File: src/hw/axis_counter_pkg.sv
package axis_counter_pkg;

   // Register bus geometry: address = {axis, register}
   localparam int DATA_W     = 32;
   localparam int ADDR_W     = 6;
   localparam int AXIS_SHIFT = 3;
   localparam int AXIS_W     = ADDR_W - AXIS_SHIFT;

   // Counter width and modes
   localparam int CNT_W      = 28;
   localparam int HOME_MODES = 13;

   // Register indices inside one axis window
   localparam logic [AXIS_SHIFT-1:0] REG_CMD_POS  = 3'h0;
   localparam logic [AXIS_SHIFT-1:0] REG_FB_POS   = 3'h1;
   localparam logic [AXIS_SHIFT-1:0] REG_ERR_POS  = 3'h2;
   localparam logic [AXIS_SHIFT-1:0] REG_GP_CNT   = 3'h3;
   localparam logic [AXIS_SHIFT-1:0] REG_FB_CFG   = 3'h4;
   localparam logic [AXIS_SHIFT-1:0] REG_GP_CFG   = 3'h5;
   localparam logic [AXIS_SHIFT-1:0] REG_HOME_CFG = 3'h6;
   localparam logic [AXIS_SHIFT-1:0] REG_STATUS   = 3'h7;

   // Field positions
   localparam int FB_QUAD_BIT        = 0;
   localparam int FB_MULT_LSB        = 1;
   localparam int FB_SRC_BIT         = 3;
   localparam int GP_SRC_LSB         = 0;
   localparam int HOME_MODE_LSB      = 0;
   localparam int ORIGIN_POL_BIT     = 4;
   localparam int ORIGIN_LATCH_BIT   = 5;
   localparam int IDX_POL_BIT        = 6;
   localparam int ST_IDX_BIT         = 0;
   localparam int ST_ORIGIN_LVL_BIT  = 1;
   localparam int ST_ORIGIN_HELD_BIT = 2;

   // Step encoding of one count event
   localparam logic [1:0] STEP_NONE = 2'h0;
   localparam logic [1:0] STEP_UP   = 2'h1;
   localparam logic [1:0] STEP_DN   = 2'h3;

   typedef enum logic [1:0] {MULT_X1, MULT_X2, MULT_X4} mult_t;
   typedef enum logic [1:0] {GP_OUT, GP_FB, GP_PULSER, GP_TIMER} gp_src_t;

   // Reset values
   localparam mult_t      FB_MULT_RST   = MULT_X1;
   localparam gp_src_t    GP_SRC_RST    = GP_PULSER;
   localparam logic [3:0] HOME_MODE_RST = 4'h0;

   // Pins of one axis, all asynchronous to clk_in
   typedef struct packed {
      logic encoder_phase_first;
      logic encoder_phase_second;
      logic encoder_index_input;
      logic origin_input;
      logic pulser_a;
      logic pulser_b;
   } axis_pins_t;

   // Pulse generator status of one axis, same clock domain
   typedef struct packed {
      logic pulse;
      logic dir_plus;
      logic home_done;
   } motion_t;

endpackage

File: src/hw/axis_position_counters.sv
// Design decisions made here: the register offsets and strobed register access.
`timescale 1ns/1ps
module axis_position_counters
   import axis_counter_pkg::*;
#(
   parameter int NUM_AXES = 4
)
(
   input  wire logic                      clk_in,
   input  wire logic                      nrst_in,
   input  wire logic                      ce_in,
   input  wire logic [ADDR_W-1:0]         addr_in,
   input  wire logic [DATA_W-1:0]         wr_data_in,
   input  wire logic                      wr_in,
   input  wire logic                      rd_in,
   output logic      [DATA_W-1:0]         rd_data_out,
   input  wire axis_pins_t [NUM_AXES-1:0] pins_in,
   input  wire motion_t    [NUM_AXES-1:0] motion_in,
   output logic      [NUM_AXES-1:0]       origin_active_out,
   output logic      [NUM_AXES-1:0]       index_active_out,
   output logic      [NUM_AXES-1:0][3:0]  home_mode_out
);

   // Sync chains: bit 0 first stage, bit 1 second stage, bit 2 previous value
   typedef struct packed {
      logic [CNT_W-1:0] cmd;
      logic [CNT_W-1:0] fb;
      logic [CNT_W-1:0] err;
      logic [CNT_W-1:0] gp;
      logic             fb_quad;
      mult_t            fb_mult;
      logic             fb_src;
      gp_src_t          gp_src;
      logic [3:0]       home_mode;
      logic             origin_pol;
      logic             origin_latch_en;
      logic             idx_pol;
      logic             origin_held;
      logic             origin_act;
      logic             idx_act;
      logic             tick;
      logic [1:0]       warm;
      logic [2:0]       s_a;
      logic [2:0]       s_b;
      logic [2:0]       s_z;
      logic [2:0]       s_o;
      logic [2:0]       s_pa;
      logic [2:0]       s_pb;
   } axis_t;
   typedef struct packed {
      axis_t [NUM_AXES-1:0] ax;
      logic  [DATA_W-1:0]   rd_data;
   } state_t;
   state_t st_r;
   state_t st_nxt;
   // Wraps silently: no overflow flag exists on purpose
   function automatic logic [CNT_W-1:0] add_step(input logic [CNT_W-1:0] cnt, input logic [1:0] step);
      add_step = cnt;
      if (step == STEP_UP)
      begin
         add_step = cnt + CNT_W'(1);
      end
      else if (step == STEP_DN)
      begin
         add_step = cnt - CNT_W'(1);
      end
   endfunction
   function automatic logic [1:0] neg_step(input logic [1:0] step);
      neg_step = STEP_NONE;
      if (step == STEP_UP)
      begin
         neg_step = STEP_DN;
      end
      else if (step == STEP_DN)
      begin
         neg_step = STEP_UP;
      end
   endfunction
   // Illegal double changes are dropped, not guessed
   function automatic logic [1:0] quad_step(input logic a, input logic b, input logic pa,
                                            input logic pb, input mult_t m);
      logic ca;
      logic cb;
      ca = a ^ pa;
      cb = b ^ pb;
      quad_step = STEP_NONE;
      case (m)
         MULT_X1:
         begin
            if (ca && !cb && a)
            begin
               quad_step = b ? STEP_DN : STEP_UP;
            end
         end
         MULT_X2:
         begin
            if (ca && !cb)
            begin
               quad_step = (a ^ b) ? STEP_UP : STEP_DN;
            end
         end
         default:
         begin
            if (ca ^ cb)
            begin
               quad_step = (a ^ pb) ? STEP_UP : STEP_DN;
            end
         end
      endcase
   endfunction
   function automatic logic [DATA_W-1:0] zext(input logic [CNT_W-1:0] v);
      zext = {{(DATA_W-CNT_W){1'b0}}, v};
   endfunction

   always_comb
   begin
      axis_t      cur;
      axis_t      a;
      logic [1:0] cmd_step;
      logic [1:0] enc_step;
      logic [1:0] fb_step;
      logic [1:0] gp_step;
      logic [1:0] pls_step;
      logic       origin_lvl;
      logic       sel;
      logic [AXIS_SHIFT-1:0] r;
      st_nxt   = st_r;
      cur      = '0;
      a        = '0;
      cmd_step = STEP_NONE;
      enc_step = STEP_NONE;
      fb_step  = STEP_NONE;
      gp_step  = STEP_NONE;
      pls_step = STEP_NONE;
      origin_lvl = 1'b0;
      sel      = 1'b0;
      r        = addr_in[AXIS_SHIFT-1:0];
      // Read data stands only in the cycle after the strobe
      st_nxt.rd_data = '0;
      for (int i = 0; i < NUM_AXES; i++)
      begin
         cur = st_r.ax[i];
         a   = cur;
         a.s_a  = {cur.s_a[1:0], pins_in[i].encoder_phase_first};
         a.s_b  = {cur.s_b[1:0], pins_in[i].encoder_phase_second};
         a.s_z  = {cur.s_z[1:0], pins_in[i].encoder_index_input};
         a.s_o  = {cur.s_o[1:0], pins_in[i].origin_input};
         a.s_pa = {cur.s_pa[1:0], pins_in[i].pulser_a};
         a.s_pb = {cur.s_pb[1:0], pins_in[i].pulser_b};
         a.tick = ~cur.tick;
         a.warm = cur.warm + {1'b0, cur.warm != 2'h3};
         cmd_step = motion_in[i].pulse ? (motion_in[i].dir_plus ? STEP_UP : STEP_DN) : STEP_NONE;
         if (cur.fb_quad)
         begin
            enc_step = quad_step(cur.s_a[1], cur.s_b[1], cur.s_a[2], cur.s_b[2], cur.fb_mult);
         end
         else if (cur.s_a[1] && !cur.s_a[2] && !(cur.s_b[1] && !cur.s_b[2]))
         begin
            enc_step = STEP_UP;
         end
         else if (cur.s_b[1] && !cur.s_b[2] && !(cur.s_a[1] && !cur.s_a[2]))
         begin
            enc_step = STEP_DN;
         end
         else
         begin
            enc_step = STEP_NONE;
         end
         pls_step = quad_step(cur.s_pa[1], cur.s_pb[1], cur.s_pa[2], cur.s_pb[2], MULT_X1);
         // Chains hold reset zeros for three edges; a pin idling high would fake an edge
         if (cur.warm != 2'h3)
         begin
            enc_step = STEP_NONE;
            pls_step = STEP_NONE;
         end
         // Mode select steers the decoder above; source select
         fb_step  = cur.fb_src ? cmd_step : enc_step;
         case (cur.gp_src)
            GP_OUT:    gp_step = cmd_step;
            GP_FB:     gp_step = fb_step;
            GP_PULSER: gp_step = pls_step;
            default:   gp_step = cur.tick ? STEP_UP : STEP_NONE;
         endcase
         a.cmd = add_step(cur.cmd, cmd_step);
         a.fb  = add_step(cur.fb, fb_step);
         a.err = add_step(add_step(cur.err, cmd_step), neg_step(enc_step));
         a.gp  = add_step(cur.gp, gp_step);
         a.idx_act = cur.s_z[1] ^ cur.idx_pol;
         origin_lvl = cur.s_o[1] ^ cur.origin_pol;
         if (motion_in[i].home_done)
         begin
            a.cmd = '0;
            a.fb  = '0;
            a.err = '0;
         end
         sel = (addr_in[ADDR_W-1:AXIS_SHIFT] == AXIS_W'(i));
         // Host write wins over counting and home clear in the same cycle
         if (wr_in && sel)
         begin
            if (r == REG_CMD_POS)
            begin
               a.cmd = wr_data_in[CNT_W-1:0];
            end
            else if (r == REG_FB_POS)
            begin
               a.fb = wr_data_in[CNT_W-1:0];
            end
            else if (r == REG_ERR_POS)
            begin
               a.err = '0;
            end
            else if (r == REG_GP_CNT)
            begin
               a.gp = wr_data_in[CNT_W-1:0];
            end
            else if (r == REG_FB_CFG)
            begin
               a.fb_quad = wr_data_in[FB_QUAD_BIT];
               a.fb_src  = wr_data_in[FB_SRC_BIT];
               if (wr_data_in[FB_MULT_LSB+:2] <= 2'(MULT_X4))
               begin
                  a.fb_mult = mult_t'(wr_data_in[FB_MULT_LSB+:2]);
               end
            end
            else if (r == REG_GP_CFG)
            begin
               a.gp_src = gp_src_t'(wr_data_in[GP_SRC_LSB+:2]);
            end
            else if (r == REG_HOME_CFG)
            begin
               // Only the thirteen defined modes are kept
               if (wr_data_in[HOME_MODE_LSB+:4] < 4'(HOME_MODES))
               begin
                  a.home_mode = wr_data_in[HOME_MODE_LSB+:4];
               end
               a.origin_pol      = wr_data_in[ORIGIN_POL_BIT];
               a.origin_latch_en = wr_data_in[ORIGIN_LATCH_BIT];
               a.idx_pol         = wr_data_in[IDX_POL_BIT];
            end
            else if (r == REG_STATUS)
            begin
               if (wr_data_in[ST_ORIGIN_HELD_BIT])
               begin
                  a.origin_held = 1'b0;
               end
            end
         end
         // Latched capture; an active origin level beats a clear
         if (origin_lvl)
         begin
            a.origin_held = 1'b1;
         end
         a.origin_act = cur.origin_latch_en ? (cur.origin_held | origin_lvl) : origin_lvl;
         if (rd_in && sel)
         begin
            if (r == REG_CMD_POS)
            begin
               st_nxt.rd_data = zext(cur.cmd);
            end
            else if (r == REG_FB_POS)
            begin
               st_nxt.rd_data = zext(cur.fb);
            end
            else if (r == REG_ERR_POS)
            begin
               st_nxt.rd_data = zext(cur.err);
            end
            else if (r == REG_GP_CNT)
            begin
               st_nxt.rd_data = zext(cur.gp);
            end
            else if (r == REG_FB_CFG)
            begin
               st_nxt.rd_data[FB_QUAD_BIT]    = cur.fb_quad;
               st_nxt.rd_data[FB_MULT_LSB+:2] = cur.fb_mult;
               st_nxt.rd_data[FB_SRC_BIT]     = cur.fb_src;
            end
            else if (r == REG_GP_CFG)
            begin
               st_nxt.rd_data[GP_SRC_LSB+:2] = cur.gp_src;
            end
            else if (r == REG_HOME_CFG)
            begin
               st_nxt.rd_data[HOME_MODE_LSB+:4] = cur.home_mode;
               st_nxt.rd_data[ORIGIN_POL_BIT]   = cur.origin_pol;
               st_nxt.rd_data[ORIGIN_LATCH_BIT] = cur.origin_latch_en;
               st_nxt.rd_data[IDX_POL_BIT]      = cur.idx_pol;
            end
            else
            begin
               st_nxt.rd_data[ST_IDX_BIT]         = cur.idx_act;
               st_nxt.rd_data[ST_ORIGIN_LVL_BIT]  = cur.origin_act;
               st_nxt.rd_data[ST_ORIGIN_HELD_BIT] = cur.origin_held;
            end
         end
         st_nxt.ax[i] = a;
      end
   end

   always_ff @(posedge clk_in or negedge nrst_in)
   begin
      if (!nrst_in)
      begin
         st_r <= '0;
         for (int i = 0; i < NUM_AXES; i++)
         begin
            st_r.ax[i].fb_mult   <= FB_MULT_RST;
            st_r.ax[i].gp_src    <= GP_SRC_RST;
            st_r.ax[i].home_mode <= HOME_MODE_RST;
         end
      end
      else if (ce_in)
      begin
         st_r <= st_nxt;
      end
   end

   assign rd_data_out = st_r.rd_data;

   for (genvar g = 0; g < NUM_AXES; g++)
   begin : g_out
      assign origin_active_out[g] = st_r.ax[g].origin_act;
      assign index_active_out[g]  = st_r.ax[g].idx_act;
      // Homing sequencer reads the mode the host set beforehand
      assign home_mode_out[g]     = st_r.ax[g].home_mode;
   end

endmodule

File: config.mk
export PLATFORM = sky130hd
export DESIGN_NAME = axis_position_counters
export DESIGN_NICKNAME = d
export VERILOG_FILES = /design/src/hw/axis_counter_pkg.sv /design/src/hw/axis_position_counters.sv
export SDC_FILE = /design/constraint.sdc
export NUM_CORES = 2
export LEC_CHECK = 0
export BUFFER_PORTS_ARGS = -buffer_cell sky130_fd_sc_hd__buf_2
export CORE_UTILIZATION = 35
export DETAILED_ROUTE_END_ITERATION = 7
export PLACE_DENSITY_LB_ADDON = 0.12
export REMOVE_ABC_BUFFERS = 1
export SKIP_LAST_GASP = 1
export SLEW_MARGIN = 20
export SYNTH_ARGS = -nofsm -noshare
export SYNTH_HDL_FRONTEND = slang
export SYNTH_SLANG_ARGS = --single-unit
File: constraint.sdc
create_clock -name clk_in -period 5.4 [get_ports clk_in]
set_input_delay 0 -clock clk_in [delete_from_list [all_inputs] [get_ports clk_in]]
set_output_delay 0 -clock clk_in [all_outputs]
set_load 0.02 [all_outputs]
==> flow_metrics.py <==
metrics = {
    "final_layout": {
        "layout.nets": 6574,
        "final-seq-area_sq_um": 15400,
        "area_growth_pct": 10.4,
        "layout-drive-gt1-share_pct": 10.4,
        "multiInputGateArea_sq_um": 33300,
        "fillers": 15000,
        "final_core_util_pct": 39.1,
    },
    "routing": {
        "wl_um": 235000,
        "first_pass_iters": 6,
        "dr_total_vias": 54800,
        "wl_per_cell_um": 27.9,
        "ant_nets": 0,
        "dr.first_iter.drc_count": 6356,
        "drc": 0,
        "viasPerCell": 6.50,
    },
    "clocking": {
        "insertion_delay_ns": 0.73,
        "numClockSinks": 616,
        "cts.reportedPaths.clkPinSlew_ns": 0.05,
        "ctsResizeCount": 0,
        "cts_tree": "done",
        "cts-root-buf": "clkbuf_16",
        "cts_made_buffers": 86,
        "cts_buffer_depth": 3,
        "htree_levels": 3,
    },
    "setup_path": {
        "crit_arrival_ns": 5.52,
        "path_class": "reg -> reg",
        "startpoint_type": "flop",
        "max_stage_delay_ns": 0.72,
        "slowest_stage": "nor4_1",
        "critPathTopFamily": "compound AO/OA/AOI/OAI gates",
        "critPathMaxFanout": 7,
        "end_kind": "flop",
        "required_ns": 5.98,
        "critical_path.cell_chain": "ha_1 > inv_1 > ha_1 > nor2b_1 > a31oi_1 > a21boi_0 > o21ai_0 > a211oi_1 > nand3_1 > nor4_1 > o21ai_0 > and3_1 > a2111o_1",
        "path_buf_inv": 1,
    },
    "yosys": {
        "synth_seq_cells": 616,
        "synth_simple_gate_area_share_pct": 27.1,
        "yosysTopAreaCellShare_pct": 29.5,
        "synth_top_area_cell": "dfrtp_1",
        "syn_area_sq_um": 51900,
        "yosys-top-cells-area": "dfrtp_1 (30%), nand2_1 (5.2%), nor2_1 (4.2%)",
        "synth_top_family_by_area": "simple AND/OR/NAND/NOR gates",
        "synth_mux_area_share_pct": 7.75,
        "yosys.area_share.adder_pct": 1.45,
        "yosysMostFrequentCell": "nand2_1",
        "yosys-top-cells-count": "nand2_1 (721), dfrtp_1 (612), nor2_1 (582)",
        "yosysSeqAreaShare_pct": 29.7,
        "synthArstFlopShare_pct": 100,
        "synth_xor_area_share_pct": 3.46,
        "synth_cells": 6614,
        "synth_compound_area_share_pct": 24.3,
        "yosysWarnings": 0,
        "syn-mean-instance-area_sq_um": 7.84,
        "synth-edff-count": 0,
        "ys_types": 101,
        "ys.flop_type": "dfrtp_1",
    },
    "sta": {
        "finalClockSkew_ns": 0.0360,
        "worst_pin_slew_ns": 1.26,
        "hold_slack_ns": 0.0464,
        "fin_crit_sh_pct": 91.5,
        "drv_slew": 0,
        "max-slew-margin-rel_pct": 15.3,
        "rsz0062_at_grt": "false",
        "period_minus_slack_ns": 4.94,
        "finalHoldViolCount": 0,
        "max_clock_freq_mhz": 202,
        "setup_viol": 0,
    },
    "floorplan": {
        "dieArea_sq_um": 150000,
        "start_util_pct": 35.5,
        "die_y_um": 387,
        "die_x_um": 387,
        "rows": 140,
        "ios": 135,
        "coreArea_sq_um": 146000,
    },
    "global_route": {
        "grt_usage_pct": 30.5,
        "grt_pass1_wl_um": 347000,
        "overflow": 0,
        "grt_max_degree": 125,
        "grt_pass1_vias": 50400,
        "antenna_found_initial": 20,
    },
    "power": {
        "p_leak_nw": 22.6,
        "power_density_nw_per_um2": 437,
        "ir_drop_v": 0.000290,
    },
    "placed_design": {
        "portBuffers": 126,
        "gp_congestion": 0.980,
        "dp_hpwl_um": 167000,
    },
    "outcome": {
        "status": "finished, final reports clean",
    },
    "run": {
        "drv_cap": 0,
    },
    "hold_path": {
        "min_path_type": "in -> reg",
    },
}
## area by class of cell
type | count | area share [%]
inverter | 195 | 1.29
multi-input combinational | 5211 | 58.2
tap | 1917 | 4.19
clock buffer | 118 | 4.34
clock inverter | 40 | 0.763
antenna | 5 | 0.0219
timing repair buffer | 325 | 4.24
sequential | 616 | 26.9
## logic make-up after synthesis
| family | count (synthesis) |
|---|---|
| muxes | 297 |
| adders and majority gates | 60 |
| and+or+nand+nor | 2786 |
| DFF | 616 |
| xor gates and xnor gates | 204 |
| buffers and inverters | 790 |
| AOI/OAI and AO/OA | 1860 |
| other | 1 |
## sequential cells by signal, indices dropped and copies added, names as in the netlist
signal,flops
st_nxt,48
index_active_out,4
st_r,516
origin_active_out,4
rd_data_out,28
home_mode_out,16
## worst register-to-register path, cell delays in order, from the launching register on
cell and delay, ns:
dfrtp_1 0.44, ha_1 0.30, inv_1 0.04, ha_1 0.29, nor2b_1 0.16, a31oi_1 0.15, a21boi_0 0.59, o21ai_0 0.23
a211oi_1 0.69, nand3_1 0.40, nor4_1 0.72, o21ai_0 0.22, and3_1 0.23, a2111o_1 0.37
## cells in the final DEF (no fill, tap or decap), drive strengths merged, types with 126 or more instances in the layout
cell   synthesis  routed
buf          123     252
nor4         178     178
nand4        146     146
o22ai        126     126
nand2        721     721
inv          191     195
nor2         582     582
nor3         260     260
dfrtp        612     612
o21ai        401     401
nand3        250     250
a21oi        375     375
## per-stage QoR
| stage | worst slack (ns) | cell area [sq um] | setup TNS (ns) | power [W] | instances |
|---|---|---|---|---|---|
| 2_1_floorplan | -2.54 | 49400 | -313.15 | 0.0146 | 6022 |
| 3_3_place_gp | 0.735 | 53600 | 0 | 0.0185 | 8190 |
| 3_5_place_dp | 0.693 | 53600 | 0 | 0.0186 | 8190 |
| 4_1_cts | 0.700 | 57200 | 0 | 0.0248 | 8422 |
| 5_1_grt | 0.364 | 57300 | 0 | 0.0265 | 8425 |
| 6_report | 0.461 | 57300 | 0 | 0.0250 | 8427 |
## report_power, final
part / switching [W] / internal, W
Clock: 0.00257 / 0.00352
Combinational: 0.00654 / 0.00416
Sequential: 0.00259 / 0.00562
## final timing paths
kind                       depth (start not counted)               startpoint  slack, ns                 endpoint
max                                               13  st_nxt[347]$_DFFE_PN0P_       0.46    st_r[392]$_DFFE_PN0P_
min                                                3              pins_in[10]       0.05  st_nxt[194]$_DFFE_PN0P_
max reg2reg                                       13  st_nxt[347]$_DFFE_PN0P_       0.46    st_r[392]$_DFFE_PN0P_
min reg2reg                                        1    st_r[499]$_DFFE_PN0P_       0.47    st_r[499]$_DFFE_PN0P_
max in group asynchronous                          4                  nrst_in       3.94    st_r[375]$_DFFE_PN0P_
min in group asynchronous                          3                  nrst_in       0.55    st_r[362]$_DFFE_PN1P_
## per-layer routing
layer	global-route usage (%)	routed length, um
met5	0	33
met1	42.2	102000
met3	5.35	18900
met2	46.2	102000
met4	13.6	11900
## timing repair
item,CTS,global route
buffers inserted,0,0
hold endpoints to repair,387,0
hold buffers,74,0
endpoints found under the setup margin,0,0
No activity file was read; power rests on OpenSTA's default activity.
